**config.mk**
```make
export PLATFORM = sky130hd
export DESIGN_NAME = dbsc_top
export DESIGN_NICKNAME = d
export VERILOG_FILES = /design/src/design/dbsc_pkg.sv /design/src/design/dbsc_code_reg.sv /design/src/design/dbsc_top.sv
export VERILOG_INCLUDE_DIRS = /design/src /design/src/design
export SDC_FILE = /design/constraint.sdc
export NUM_CORES = 1
export LEC_CHECK = 0
export ABC_AREA = 1
export BUFFER_PORTS_ARGS = -buffer_cell sky130_fd_sc_hd__buf_2
export CORE_ASPECT_RATIO = 0.9
export CORE_MARGIN = 10
export CORE_UTILIZATION = 50
export CTS_CLUSTER_DIAMETER = 200
export DETAILED_ROUTE_END_ITERATION = 12
export PLACE_DENSITY = 0.82
export SLEW_MARGIN = 25
export SYNTH_ARGS = -nofsm -noshare
export SYNTH_HDL_FRONTEND = slang
export SYNTH_SLANG_ARGS = --single-unit
export TNS_END_PERCENT = 100
```
**constraint.sdc**
```tcl
create_clock -name i_clk_sys -period 3.8 [get_ports i_clk_sys]
set_input_delay 0.57 -clock i_clk_sys [delete_from_list [all_inputs] [get_ports i_clk_sys]]
set_output_delay 0.57 -clock i_clk_sys [all_outputs]
set_load 0.05 [all_outputs]
```
**src/design/dbsc_defines.svh**
```systemverilog
// Purpose: offsets, field positions, reset values and scale figures
// Assumes: included by bare name from the dual buck set-point design
// Notes:   definitions only
`ifndef DBSC_DEFINES_SVH
`define DBSC_DEFINES_SVH

// register index inside one buck's set; address bit 2 picks the buck
`define DBSC_REG_NORMAL   2'h0
`define DBSC_REG_STANDBY  2'h1
`define DBSC_REG_SLEEP    2'h2
`define DBSC_REG_MODE     2'h3
`define DBSC_BUCK_BIT     2

// field positions of a voltage code register
`define DBSC_RANGE_BIT    6
`define DBSC_STEP_MSB     5
`define DBSC_MODE_MSB     3

// reset values of writable fields
`define DBSC_RST_STEP     6'h20
`define DBSC_RST_MODE     4'h0

// phasing field codes
`define DBSC_PHASE_RSVD   2'h2
`define DBSC_PHASE_INDEP  2'h3

// set point scale in millivolts
`define DBSC_LOW_BASE_MV  12'h190
`define DBSC_LOW_STEP_MV  12'h019
`define DBSC_HIGH_BASE_MV 12'h320
`define DBSC_HIGH_STEP_MV 12'h032

`endif

```
**src/design/dbsc_pkg.sv**
```systemverilog
// Purpose: types shared by the dual buck set-point design
// Assumes: nothing
// Notes:   constants live in dbsc_defines.svh
package dbsc_pkg;

    // operating mode of the device power state machine
    typedef enum logic [1:0] {
        OP_NORMAL  = 2'h0,
        OP_STANDBY = 2'h1,
        OP_SLEEP   = 2'h2
    } dbsc_opmode_e;

    // top level sequencing, one-hot
    typedef enum logic [1:0] {
        ST_INIT = 2'b01,
        ST_RUN  = 2'b10
    } dbsc_state_e;

    // live control of one buck
    typedef struct packed {
        logic       range_sel;
        logic [5:0] step;
        logic [3:0] mode;
    } dbsc_ctrl_s;

endpackage : dbsc_pkg

```
**src/design/dbsc_code_reg.sv**
```systemverilog
// Purpose: register set of one buck: three voltage codes and mode
// Assumes: write strobe already decoded for this buck
// Notes:   range bits load only on i_init
`timescale 1ns/100ps
`include "dbsc_defines.svh"
`default_nettype none

module dbsc_code_reg (
    // clock and reset
    input  wire logic                  i_clk_sys,
    input  wire logic                  i_rst_n,
    // initial load
    input  wire logic                  i_init,
    input  wire logic                  i_range,
    // register access
    input  wire logic                  i_wr_en,
    input  wire logic [1:0]            i_reg_sel,
    input  wire logic [7:0]            i_wr_data,
    output logic      [7:0]            o_rd_data,
    // operating mode and live control
    input  wire dbsc_pkg::dbsc_opmode_e i_op_mode,
    output dbsc_pkg::dbsc_ctrl_s       o_ctrl
);

    logic [2:0] rng_q, rng_d;           // normal, standby, sleep range
    logic [5:0] step_q [3];
    logic [5:0] step_d [3];
    logic [3:0] mode_q, mode_d;

    // next state: range from init only, steps and mode from writes
    always_comb begin
        rng_d  = rng_q;
        step_d = step_q;
        mode_d = mode_q;
        if (i_init) begin
            rng_d = {3{i_range}};
        end
        if (i_wr_en) begin
            if (i_reg_sel == `DBSC_REG_MODE) begin
                mode_d = i_wr_data[`DBSC_MODE_MSB:0];
            end else begin
                // bit 6 of the write is dropped on purpose
                step_d[i_reg_sel] = i_wr_data[`DBSC_STEP_MSB:0];
            end
        end
    end

    always_ff @(posedge i_clk_sys) begin
        if (!i_rst_n) begin
            rng_q  <= 3'h0;
            step_q <= '{3{`DBSC_RST_STEP}};
            mode_q <= `DBSC_RST_MODE;
        end else begin
            rng_q  <= rng_d;
            step_q <= step_d;
            mode_q <= mode_d;
        end
    end

    // read back and mode-dependent code; an unknown mode acts as normal
    always_comb begin
        o_rd_data = 8'h00;
        if (i_reg_sel == `DBSC_REG_MODE) begin
            o_rd_data = {4'h0, mode_q};
        end else begin
            o_rd_data = {1'b0, rng_q[i_reg_sel], step_q[i_reg_sel]};
        end
        o_ctrl.mode = mode_q;
        case (i_op_mode)
            dbsc_pkg::OP_STANDBY: begin
                o_ctrl.range_sel = rng_q[1];
                o_ctrl.step      = step_q[1];
            end
            dbsc_pkg::OP_SLEEP: begin
                o_ctrl.range_sel = rng_q[2];
                o_ctrl.step      = step_q[2];
            end
            default: begin
                o_ctrl.range_sel = rng_q[0];
                o_ctrl.step      = step_q[0];
            end
        endcase
    end

    a_step_pick: assert property (
        @(posedge i_clk_sys) disable iff (!i_rst_n)
        i_op_mode == dbsc_pkg::OP_SLEEP |-> o_ctrl.step == step_q[2])
        else $error("sleep step not applied");

    a_init_copy: assert property (
        @(posedge i_clk_sys) disable iff (!i_rst_n)
        i_init |=> rng_q == {3{$past(i_range)}})
        else $error("range not copied to all modes");

    a_range_locked: assert property (
        @(posedge i_clk_sys) disable iff (!i_rst_n)
        i_wr_en && !i_init |=> $stable(rng_q))
        else $error("range bit changed by write");

    a_mode_write: assert property (
        @(posedge i_clk_sys) disable iff (!i_rst_n)
        i_wr_en && i_reg_sel == `DBSC_REG_MODE
        |=> mode_q == $past(i_wr_data[3:0]))
        else $error("mode field not written");

endmodule : dbsc_code_reg
`default_nettype wire

```
**src/design/dbsc_top.sv**
```systemverilog
// Purpose: set-point and phasing control of a pair of buck regulators
// Assumes: register port driven by the serial register slave on i_clk_sys
// Notes:   phasing and range are captured once, after reset release
//
// Overview of operation
// - phasing field 00/01 single phase, 11 independent, 10 reserved.
// - single phase regulates from first buck settings and feedback only.
// - independent phasing drives each output from its own register set.
// - range-select bit 6 is fixed by configuration, not by host writes.
// - range zero gives 0.40 V to 1.975 V in 25 mV steps.
// - range one gives 0.800 V to 3.950 V in 50 mV steps.
// - three step values per buck, picked by normal, standby, sleep mode.
// - at init the normal range bit is copied to standby and sleep.
// - in independent phasing each buck's switching mode comes from its four-bit mode field.
// - code 0000000 is 0.4000 V, code 1000000 is 0.8000 V.
`timescale 1ns/100ps
`include "dbsc_defines.svh"
`default_nettype none

module dbsc_top (
    // clock and reset
    input  wire logic                   i_clk_sys,
    input  wire logic                   i_rst_n,
    // one-time-programmed configuration
    input  wire logic [1:0]             i_pair_phasing_field,
    input  wire logic                   i_first_buck_range,
    input  wire logic                   i_second_buck_range,
    // register port
    input  wire logic                   i_wr_en,
    input  wire logic                   i_rd_en,
    input  wire logic [2:0]             i_addr,
    input  wire logic [7:0]             i_wr_data,
    output logic      [7:0]             o_rd_data,
    // device operating mode
    input  wire dbsc_pkg::dbsc_opmode_e i_op_mode,
    // feedback comparator pins
    input  wire logic                   i_first_buck_feedback,
    input  wire logic                   i_second_buck_feedback,
    // regulator control
    output dbsc_pkg::dbsc_ctrl_s        o_first_ctrl,
    output dbsc_pkg::dbsc_ctrl_s        o_second_ctrl,
    output logic      [11:0]            o_first_mv,
    output logic      [11:0]            o_second_mv,
    output logic                        o_first_fb,
    output logic                        o_second_fb,
    // configuration status
    output logic                        o_single_phase,
    output logic                        o_cfg_reserved
);

    dbsc_pkg::dbsc_state_e state_q, state_d;
    logic [1:0]            phasing_q, phasing_d;
    logic                  init;
    logic                  single;
    logic                  wr_ok;
    logic [7:0]            rd_first, rd_second;
    dbsc_pkg::dbsc_ctrl_s  ctrl_first, ctrl_second;

    // sequencing: one init cycle after release captures the straps
    always_comb begin
        state_d   = state_q;
        phasing_d = phasing_q;
        init      = 1'b0;
        case (state_q)
            dbsc_pkg::ST_INIT: begin
                init      = 1'b1;
                phasing_d = i_pair_phasing_field;
                state_d   = dbsc_pkg::ST_RUN;
            end
            dbsc_pkg::ST_RUN: begin
                state_d = dbsc_pkg::ST_RUN;
            end
            default: begin
                state_d = dbsc_pkg::ST_INIT;
            end
        endcase
    end

    always_ff @(posedge i_clk_sys) begin
        if (!i_rst_n) begin
            state_q   <= dbsc_pkg::ST_INIT;
            phasing_q <= 2'h0;
        end else begin
            state_q   <= state_d;
            phasing_q <= phasing_d;
        end
    end

    // reserved code falls back to single phase, the safer wiring guess
    assign single = (phasing_q != `DBSC_PHASE_INDEP);
    // writes during init are ignored so the range load cannot race them
    assign wr_ok  = i_wr_en && (state_q == dbsc_pkg::ST_RUN);

    // one register set per buck
    dbsc_code_reg u_first_set (
        .i_clk_sys (i_clk_sys),
        .i_rst_n   (i_rst_n),
        .i_init    (init),
        .i_range   (i_first_buck_range),
        .i_wr_en   (wr_ok && !i_addr[`DBSC_BUCK_BIT]),
        .i_reg_sel (i_addr[1:0]),
        .i_wr_data (i_wr_data),
        .o_rd_data (rd_first),
        .i_op_mode (i_op_mode),
        .o_ctrl    (ctrl_first)
    );

    dbsc_code_reg u_second_set (
        .i_clk_sys (i_clk_sys),
        .i_rst_n   (i_rst_n),
        .i_init    (init),
        .i_range   (i_second_buck_range),
        .i_wr_en   (wr_ok && i_addr[`DBSC_BUCK_BIT]),
        .i_reg_sel (i_addr[1:0]),
        .i_wr_data (i_wr_data),
        .o_rd_data (rd_second),
        .i_op_mode (i_op_mode),
        .o_ctrl    (ctrl_second)
    );

    // feedback pins: three flops, a change counts once stages 2 and 3 agree
    logic [1:0] fb_s1_q, fb_s2_q, fb_s3_q, fb_filt_q, fb_filt_d;

    always_comb begin
        fb_filt_d = fb_filt_q;
        for (int i = 0; i < 2; i++) begin
            if (fb_s2_q[i] == fb_s3_q[i]) begin
                fb_filt_d[i] = fb_s3_q[i];
            end
        end
    end

    always_ff @(posedge i_clk_sys) begin
        if (!i_rst_n) begin
            fb_s1_q   <= 2'h0;
            fb_s2_q   <= 2'h0;
            fb_s3_q   <= 2'h0;
            fb_filt_q <= 2'h0;
        end else begin
            fb_s1_q   <= {i_second_buck_feedback, i_first_buck_feedback};
            fb_s2_q   <= fb_s1_q;
            fb_s3_q   <= fb_s2_q;
            fb_filt_q <= fb_filt_d;
        end
    end

    // millivolt target of a code
    function automatic logic [11:0] code_mv(input dbsc_pkg::dbsc_ctrl_s c);
        logic [11:0] s;
        s = {6'h00, c.step};
        if (c.range_sel) begin
            code_mv = `DBSC_HIGH_BASE_MV
                      + 12'(s * `DBSC_HIGH_STEP_MV);
        end else begin
            code_mv = `DBSC_LOW_BASE_MV
                      + 12'(s * `DBSC_LOW_STEP_MV);
        end
    endfunction : code_mv

    // output next values
    dbsc_pkg::dbsc_ctrl_s first_d, second_d;
    logic [11:0]          first_mv_d, second_mv_d;
    logic                 first_fb_d, second_fb_d;
    logic [7:0]           rd_d;

    always_comb begin
        first_d     = ctrl_first;
        second_d    = single ? ctrl_first : ctrl_second;
        first_mv_d  = code_mv(first_d);
        second_mv_d = code_mv(second_d);
        first_fb_d  = fb_filt_q[0];
        // second feedback pin is left open in single phase, so ignore it
        second_fb_d = single ? 1'b0 : fb_filt_q[1];
        rd_d        = o_rd_data;
        if (i_rd_en) begin
            rd_d = i_addr[`DBSC_BUCK_BIT] ? rd_second : rd_first;
        end
    end

    always_ff @(posedge i_clk_sys) begin
        if (!i_rst_n) begin
            o_first_ctrl   <= '0;
            o_second_ctrl  <= '0;
            o_first_mv     <= 12'h000;
            o_second_mv    <= 12'h000;
            o_first_fb     <= 1'b0;
            o_second_fb    <= 1'b0;
            o_rd_data      <= 8'h00;
            o_single_phase <= 1'b0;
            o_cfg_reserved <= 1'b0;
        end else begin
            o_first_ctrl   <= first_d;
            o_second_ctrl  <= second_d;
            o_first_mv     <= first_mv_d;
            o_second_mv    <= second_mv_d;
            o_first_fb     <= first_fb_d;
            o_second_fb    <= second_fb_d;
            o_rd_data      <= rd_d;
            o_single_phase <= single && state_q == dbsc_pkg::ST_RUN;
            o_cfg_reserved <= phasing_q == `DBSC_PHASE_RSVD
                              && state_q == dbsc_pkg::ST_RUN;
        end
    end

    // helper: two full cycles spent in run
    logic run_q, run2_q;
    always_ff @(posedge i_clk_sys) begin
        run_q  <= i_rst_n && state_q == dbsc_pkg::ST_RUN;
        run2_q <= i_rst_n && run_q;
    end

    a_phase_decode: assert property (
        @(posedge i_clk_sys) disable iff (!i_rst_n)
        run_q |-> o_single_phase == (phasing_q != 2'h3))
        else $error("phasing decode wrong");

    a_single_follow: assert property (
        @(posedge i_clk_sys) disable iff (!i_rst_n)
        run_q && single |=> o_second_ctrl == $past(ctrl_first)
                            && !o_second_fb)
        else $error("second buck not slaved to first");

    a_indep_own: assert property (
        @(posedge i_clk_sys) disable iff (!i_rst_n)
        run_q && !single |=> o_second_ctrl == $past(ctrl_second))
        else $error("second buck not using own set");

    // straps are static in run, so the output range must match them
    // from the very first cycle that run2_q is high
    a_range_fixed: assert property (
        @(posedge i_clk_sys) disable iff (!i_rst_n)
        run2_q |-> o_first_ctrl.range_sel == $past(i_first_buck_range, 3))
        else $error("range bit moved after init");

    a_low_mv: assert property (
        @(posedge i_clk_sys) disable iff (!i_rst_n)
        run2_q && !o_first_ctrl.range_sel |-> o_first_mv ==
            12'(12'd400 + 12'd25 * {6'h00, o_first_ctrl.step}))
        else $error("low range millivolts wrong");

    a_high_mv: assert property (
        @(posedge i_clk_sys) disable iff (!i_rst_n)
        run2_q && o_second_ctrl.range_sel |-> o_second_mv ==
            12'(12'd800 + 12'd50 * {6'h00, o_second_ctrl.step}))
        else $error("high range millivolts wrong");

endmodule : dbsc_top
`default_nettype wire

```
Yosys cells after proc, flatten, opt, wreduce, memory -nomap -nowiden
Index checks and enable logic that the tools add are counted.
{"block": "op_classes", "addsub": 4, "mul": 4, "magnitude_cmp": 3, "eq_ne": 9, "muxes": 24, "bitwise": 3, "n_reduce_logical": 13}
{"op": "$mul 6x5->11 const B", "count": 4}
{"op": "$bwmux 18", "count": 2}
{"op": "$mux 6", "count": 5}
{"op": "$add 10x12->12 const A", "count": 2}
{"op": "$add 9x11->12 const A", "count": 2}
{"op": "$bmux 6 s2", "count": 2}
{"op": "$mux 12", "count": 2}
{"op": "$pmux 6 s2", "count": 2}
{"op": "$mux 7", "count": 2}
{"op": "$demux 6 s2", "count": 1}
{"op": "$mux 11", "count": 1}
{"op": "$eq 2x2->1 const B", "count": 4}
{"op": "$mux 8", "count": 1}
{"op": "$reduce_and 2->1", "count": 4}
{"op": "$logic_and 1x1->1", "count": 6}
{"op": "$bmux 1 s2", "count": 2}
{"op": "$eq 2x1->1 const B", "count": 2}
{"op": "$reduce_or 2->1", "count": 2}
{"op": "$ge 3x3->1 const B", "count": 1}
{"op": "$lt 2x3->1 const B", "count": 1}
{"op": "$lt 3x1->1 const B", "count": 1}
{"op": "$mux 1", "count": 3}
{"op": "$not 2->3", "count": 1}
{"op": "$eq 1x1->1", "count": 2}
{"op": "other kinds (4)", "count": 5}
{"block": "totals", "register_bits": 116, "inputBits": 23, "output_inout_bits": 58, "word_cells": 90}

Longest topological paths before layout
Gate-level depths: netlist of run 1.
{"block": "logic_depth", "word_depth": 6, "mapped_depth": 25, "ltp_nobuf": 24}

Hierarchy
Synthesis of run 1 repeated with hierarchy kept, for this count alone.
{"block": "hier_totals", "hier_cells": 1025, "hier_area_um2": 7163.1}
{"mod": "dbsc_top", "n_inst": 1, "cells_per_inst": 589, "area_each_um2": 4605.7, "seq_area_each_um2": 1401.3}
{"mod": "dbsc_code_reg", "n_inst": 2, "cells_per_inst": 218, "area_each_um2": 1278.7, "seq_area_each_um2": 460.4}

Worst setup path after synthesis of run 1
No wires, ideal clock.
{"block": "synth_path", "path_type": "input port to flip-flop", "startpoint": "in i_op_mode[0]", "endpoint": "reg o_second_mv[10]", "setup_time_ns": 0.116, "arrival_ns": 3.916, "required_time_ns": 3.684, "slack_ns": -0.232, "path_stages": 19, "path_buffers": 1, "path_cell_list": "inv_1 ha_1 inv_1 buf_2 nand2_1 o21a_1 o21ai_2 inv_1 ha_1 ha_1 ha_1 ha_1 a21oi_1 nand2_1 xnor2_1 nand3_1 xor2_1 nand2_1 nand2_1"}
{"item": "start: declaration", "line": "dbsc_top.sv:35", "rtl": "input wire dbsc_pkg::dbsc_opmode_e i_op_mode,"}
{"item": "end signal: assignment", "line": "dbsc_top.sv:195", "rtl": "o_second_mv <= second_mv_d;"}
{"item": "end: declaration", "line": "dbsc_top.sv:43", "rtl": "output logic [11:0] o_second_mv,"}

Final worst setup path of run 1
{"block": "layout_path", "startpoint": "in i_op_mode[0]", "endpoint": "reg o_first_mv[11]"}
{"block": "layout_via", "elab_chain_cells": 5, "elab_cells_between_ends": 8, "classes_between": "add/sub (2); mul (2); eq/ne (2); mux (2)"}
{"item": "$eq 2x2->1 / $eq 2x1->1 (equally long branches)", "line": "dbsc_code_reg.sv:69", "rtl": "case (i_op_mode)"}
{"item": "$pmux 6 s2 (*)", "line": "dbsc_code_reg.sv:69"}
{"item": "$mul 6x5->11 (no source line)"}
{"item": "$add 10x12->12 (no source line) / $add 9x11->12 (equally long branches)"}
{"item": "$mux 12 (*)", "line": "dbsc_top.sv:151", "rtl": "if (c.range_sel) begin"}
{"item": "end signal: assignment", "line": "dbsc_top.sv:194", "rtl": "o_first_mv <= first_mv_d;"}
{"item": "end: declaration", "line": "dbsc_top.sv:42", "rtl": "output logic [11:0] o_first_mv,"}
Every way passes the cells marked *; elsewhere a longest branch is shown, timed or not.
A chain may end at the register's enable or synchronous reset.

==> metrics, run 1 <==
initial antenna violation count 0; final hold violations 0; met1 usage 24.3%; P&R area growth vs syn 25.7%; Total Routing Usage GR 19.3%; DR iter-0 viols 718; core area 0.0128 mm2; DR pass1 iterations 5; largest family of logic cells by synthesized area adder cells; placed instance area 0.00767 mm2; met3 Usage GRT 6.25%; Clock Skews 0.00794 ns; Netlist cell types 40; Vias/cell 5.37; nets@finish 1126; register area share after synthesis 34.8%; post_cts resized 0; post-route setup TNS 0 ns; WL final 17700 um; Async SR Flop Fraction 0%; DRC viols 0; final core utilization 64.7%; Hold-fix buffers, CTS 0; diode count 0; Post-Syn Instances 866; Synthesized Nets 984; Tcrit/Tclk final 94.1%; fraction of layout cells with a size suffix above 1 21.8%; number of global-route vias before repair 6007; HP Class input pin to flip-flop; post-synthesis compound-gate area fraction 17.0%; grt ovf 0; PortBufs 77; Top Usage Layer GRT met2; WP data arrival 3.90 ns; via count 6367; Synth Area in XOR/XNOR 1.99%; global-route wire length before repair 29000 um; CTS tree yes; Final Setup Violations 0; largest net degree at the start of global routing 76; Detailed Place HPWL 12900 um; CP Launch Type input pin; fin crit period 3.57 ns; Placer Congestion 0.899; per-cell routed wire length 15.0 um; met2 usage 30.9%; most frequent cells in the layout nand2_1 (138), inv_1 (134), dfxtp_1 (115); Post-Synth Adder-Cell Area 18.8%; syn avg cell area 7.63 um2; peak supply drop 0.373 mV; Max Cap Viol 0; slew margin rel. 49.5%; Reg clk slew, reported paths 0.06 ns; most common cell after layout, fill and taps aside nand2_1; Post-CTS Repair Setup Buffers 0; row cnt 39; H-tree depth 4; mux cell area share after synthesis 0%; Ports 81; kind of critical path input pin to flip-flop; CTS max path bufs 2; die span in y 129 um; #FFs+latches synth 115; synth top area cells dfxtp_1 (35%), ha_1 (17%), nand2_1 (7.8%); EDFF count, synth 0; worst-path maximum fanout 8; Final Instance Area 0.00831 mm2; mapped cell area 0.00661 mm2; final antenna-violating net count 0; dominant synthesized flop cell dfxtp_1; Synth Area in Simple Gates 17.8%; crit end category flip-flop; final-layout fill cell count 1026; clk root buf clkbuf_16; top-area cell type share of the netlist area 34.8%; cts bufs inserted 17; Cell Pwr Density 557 mW/mm2; # clock sinks 115; Starting Density 51.5%; Max Fclk 0.280 GHz; fin. max-slew vios 0; Die W 141 um; worst skew pair latency 0.41 ns; YS warnings 0; Yosys top cell by area dfxtp_1; Worst EP required 4.13 ns; Worst-Margin Slew 0.756 ns; outcome finished clean; Die ar. 0.0182 mm2; leak pwr 4.31 nW
-- cells in the mapped netlist (3+ instances only) --
master / number
nand2_2: 3
o211ai_1: 8
o221ai_1: 7
xor2_1: 7
ha_1: 88
inv_1: 137
clkbuf_1: 14
a21oi_1: 67
nor2_1: 73
nand3_1: 34
dfxtp_1: 115
nor2_4: 6
o21ai_2: 4
o22ai_1: 19
nand4_1: 8
o21ai_0: 83
buf_2: 4
inv_2: 9
xnor2_1: 8
nor2_2: 3
fa_1: 7
nor3_1: 3
nand2_1: 138
-- stage by stage --
stage / power [mW] / hold slack [ns] / cells / setup WS [ns]
2_1_floorplan: 2.54 / 0.390 / 866 / 0.0289
3_3_place_gp: 3.00 / 0.393 / 1153 / -0.192
3_5_place_dp: 3.04 / 0.404 / 1153 / -0.282
4_1_cts: 4.59 / 0.334 / 1185 / 0.115
5_1_grt: 4.87 / 0.337 / 1185 / -0.0292
6_report: 4.62 / 0.343 / 1185 / 0.225
-- layer usage --
metal | vias to the layer above | wire [um]
met5 | - | 0
met4 | 0 | 310
met3 | 33 | 1650
met2 | 303 | 7920
met1 | 2903 | 7860
li1 | 3128 | -
-- where the power goes --
part	internal [mW]	switching [mW]
sequential	1.34	0.0565
combinational	0.596	1.10
clock	0.922	0.604
-- worst max-delay path: stages --
cell,delay [ns]
buf_2,0.10
inv_1,0.09
ha_4,0.14
inv_1,0.07
buf_4,0.17
o22ai_1,0.17
nand2_1,0.08
o21a_2,0.15
buf_4,0.17
ha_1,0.32
ha_1,0.28
ha_1,0.29
ha_1,0.42
nand3_1,0.15
nand2_1,0.10
nand2_1,0.06
nand2_1,0.10
nand3_1,0.12
nand2_1,0.08
nand2_1,0.04
nand2_1,0.06
nand2_1,0.05
a21oi_1,0.12
-- registers in the layout, summed over array words and instances (netlist names) --
register / count
fb_s2_q: 2
phasing_q: 2
state_q: 2
fb_s1_q: 2
o_second_mv: 12
o_single_phase: 1
u_first_set.rng_q: 1
o_cfg_reserved: 1
o_second_fb: 1
u_second_set.mode_q: 4
o_first_mv: 12
u_first_set.mode_q: 4
o_first_fb: 1
o_first_ctrl: 11
fb_filt_q: 2
o_second_ctrl: 11
u_first_set.step_q: 18
u_second_set.rng_q: 1
o_rd_data: 7
fb_s3_q: 2
u_second_set.step_q: 18
-- cell families after synthesis --
group	Yosys count
other	1
DFF	115
and+or+nand+nor	274
xor gates and xnor gates	15
buffers and inverters	166
adders and majority gates	95
AOI/OAI and AO/OA	200
-- final cells by class --
cell class | instances | area (um2) | share of cell area [%]
Clock buffer | 18 | 439 | 5.29
Clock inverter | 14 | 130 | 1.57
Inverter | 147 | 552 | 6.64
Multi-Input combinational cell | 585 | 3790 | 45.6
Sequential cell | 115 | 2300 | 27.7
Tap cell | 164 | 205 | 2.47
Timing Repair Buffer | 142 | 890 | 10.7
-- path summary, 6_finish.rpt --
check,startpoint,endpoint,slack (ns),cells after the start
setup / recovery,i_op_mode[0],o_first_mv[11]$_SDFF_PN0_,0.23,23
hold / removal,i_second_buck_feedback,fb_s1_q[1]$_SDFF_PN0_,0.34,3
setup reg to reg,phasing_q[1]$_SDFFE_PN0N_,o_second_mv[11]$_SDFF_PN0_,0.46,19
hold reg to reg,fb_s1_q[0]$_SDFF_PN0_,fb_s2_q[0]$_SDFF_PN0_,0.41,2
(Power assumes the default switching activity.)
==> run 2, diff against run 1 <==
--- a/config.mk
+++ b/config.mk
@@ -8,7 +8,6 @@
 export LEC_CHECK = 0
 export ABC_AREA = 1
 export BUFFER_PORTS_ARGS = -buffer_cell sky130_fd_sc_hd__buf_2
-export CORE_ASPECT_RATIO = 0.9
 export CORE_MARGIN = 10
 export CORE_UTILIZATION = 50
 export CTS_CLUSTER_DIAMETER = 200
==> run 2 against run 1 <==
Clock-buffer cell count increased by 6. Non-clock buffer count increased by 6. Critical path depth decreased by 3. Register-to-register slack got worse by 0.16 ns. Cell count increased by 1.0%. Global-route usage increased by 0.50 points. Critical path type unchanged. Critical endpoint unchanged. Largest cell class unchanged.
==> metrics, run 2 (synthesized netlist as in run 1, its figures left out) <==
Reg clk slew, reported paths 0.05 ns (about the same); kind of critical path input pin to flip-flop; Max Cap Viol 0 (unchanged); grt ovf 0 (unchanged); Worst EP required 4.06 ns (-0.07 ns); crit end category flip-flop; final core utilization 65.9% (+1.1 points); number of global-route vias before repair 6138 (+2.2%); CTS max path bufs 2 (unchanged); initial antenna violation count 0 (unchanged); PortBufs 77 (unchanged); cts bufs inserted 17 (unchanged); WL final 17900 um (+1.1%); per-cell routed wire length 15.0 um (+0.12%); HP Class input pin to flip-flop; DRC viols 0 (unchanged); fraction of layout cells with a size suffix above 1 22.5% (+0.70 points); clk root buf clkbuf_16; DR iter-0 viols 435 (-39%); P&R area growth vs syn 27.3%; Ports 81 (unchanged); met1 usage 22.7% (-1.7 points); placed instance area 0.00770 mm2 (+0.49%); worst skew pair latency 0.42 ns (about the same); slew margin rel. 41.4% (-8.2 points); leak pwr 4.35 nW (+0.83%); peak supply drop 0.367 mV (-1.6%); Final Setup Violations 0 (unchanged); # clock sinks 115 (unchanged); Place WS -0.301 ns (-0.0187 ns); Placer Congestion 0.937 (+4.2%); Final Instance Area 0.00841 mm2 (+1.3%); Top Usage Layer GRT met2; final hold violations 0 (unchanged); Clock Skews 0.00880 ns (+0.000863 ns); fin crit period 3.69 ns (+0.116 ns); H-tree depth 4 (unchanged); Worst-Margin Slew 0.878 ns (+0.122 ns); Tcrit/Tclk final 97.1% (+3.1 points); fin. max-slew vios 0 (unchanged); most common cell after layout, fill and taps aside nand2_1; crit-path max cell delay 0.54 ns (+0.12 ns); met2 usage 33.5% (+2.6 points); Total Routing Usage GR 19.8% (+0.50 points); die span in y 135 um (+4.6%); top flop regs u_first_set.step_q (18), u_second_set.step_q (18); Detailed Place HPWL 13300 um (+2.6%); core area 0.0128 mm2 (-0.47%); met3 Usage GRT 6.38% (+0.13 points); Die W 135 um (-4.4%); RSZ-0062 raised after global routing yes; diode count 0 (unchanged); nets@finish 1132 (+0.53%); Cell Pwr Density 553 mW/mm2 (-0.55%); outcome finished clean; WP data arrival 3.95 ns (+0.05 ns); hold_ws 0.342 ns (-0.000922 ns); CP Launch Type input pin; Critical-path top delay cell fa_1; Starting Density 51.7% (+0.24 points); critical path cell sequence buf_2 -> inv_1 -> ha_4 -> clkinvlp_4 -> buf_4 -> buf_4 -> o221ai_1 -> o21ai_2 -> buf_4 -> fa_1 -> inv_1 -> ha_1 -> ha_1 -> fa_1 -> nand2_1 -> nand2_1 -> a21oi_2 -> o21ai_0 -> nand2_1 -> a21oi_2; via count 6237 (-2.0%); DR pass1 iterations 5 (unchanged); global-route wire length before repair 29300 um (+1.1%); most frequent cells in the layout nand2_1 (134), inv_1 (133), dfxtp_1 (115); CTS tree yes; R2R setup slack 0.30 ns (-0.16 ns); Max Fclk 0.271 GHz (-3.2%); row cnt 41 (+5.1%); Vias/cell 5.21 (-3.0%); worst-path maximum fanout 5 (-3); Die ar. 0.0182 mm2 (about the same); post-route setup TNS 0 ns (unchanged); final worst slack 0.109 ns (-0.116 ns); final antenna-violating net count 0 (unchanged); largest net degree at the start of global routing 76 (unchanged)
[run 2: area by class of cell]
class | count | area [um2]
fillers | 1030 | 4360
multi-input cells | 585 | 3800
flip-flops and latches | 115 | 2300
repair buffers | 148 | 945
inverters | 147 | 556
clock buffers | 24 | 522
well taps | 172 | 215
clock inverters | 6 | 67.6
[run 2: worst paths after layout]
kind | startpoint | to | depth (start not counted)
max reg2reg | phasing_q[0]$_SDFFE_PN0N_ | o_second_mv[10]$_SDFF_PN0_ | 18
max | i_op_mode[0] | o_first_mv[11]$_SDFF_PN0_ | 20
min reg2reg | fb_s1_q[0]$_SDFF_PN0_ | fb_s2_q[0]$_SDFF_PN0_ | 2
min | i_second_buck_feedback | fb_s1_q[1]$_SDFF_PN0_ | 3
[run 2: what timing repair did]
| item | 4_1_cts | 5_1_grt |
|---|---|---|
| hold buffers | 0 | 0 |
| endpoints found under the hold margin | 0 | 0 |
| gates resized for setup | 0 | 24 |
| endpoints found under the setup margin | 0 | 9 |
| setup buffers | 0 | 4 |
[run 2: report_power, final]
group | total [mW] | switching, mW | internal (mW)
combinational | 1.70 | 1.10 | 0.595
sequential | 1.40 | 0.0545 | 1.34
clock | 1.56 | 0.543 | 1.02
total | 4.66 | 1.70 | 2.96
[run 2: per-layer routing]
layer  routed length (um)  vias up
met5                    0        -
met4                  440        0
li1                     -     3131
met1                 7520     2853
met3                 1320       39
met2                 8650      214
[run 2: critical path, delay by kind of cell]
family | cells | cell delay (ns)
adder cells (fa/ha/maj) | 5 | 1.78
buffers and inverters | 7 | 0.75
AO/OA/AOI/OAI | 5 | 0.55
AND/OR/NAND/NOR | 3 | 0.26
[run 2: through the flow]
step                      instances  power [mW]
after floorplan                 866        2.54
after global placement         1163        3.01
after detailed placement       1163        3.05
after CTS                      1193        4.62
after global routing           1197        4.92
final                          1197        4.66
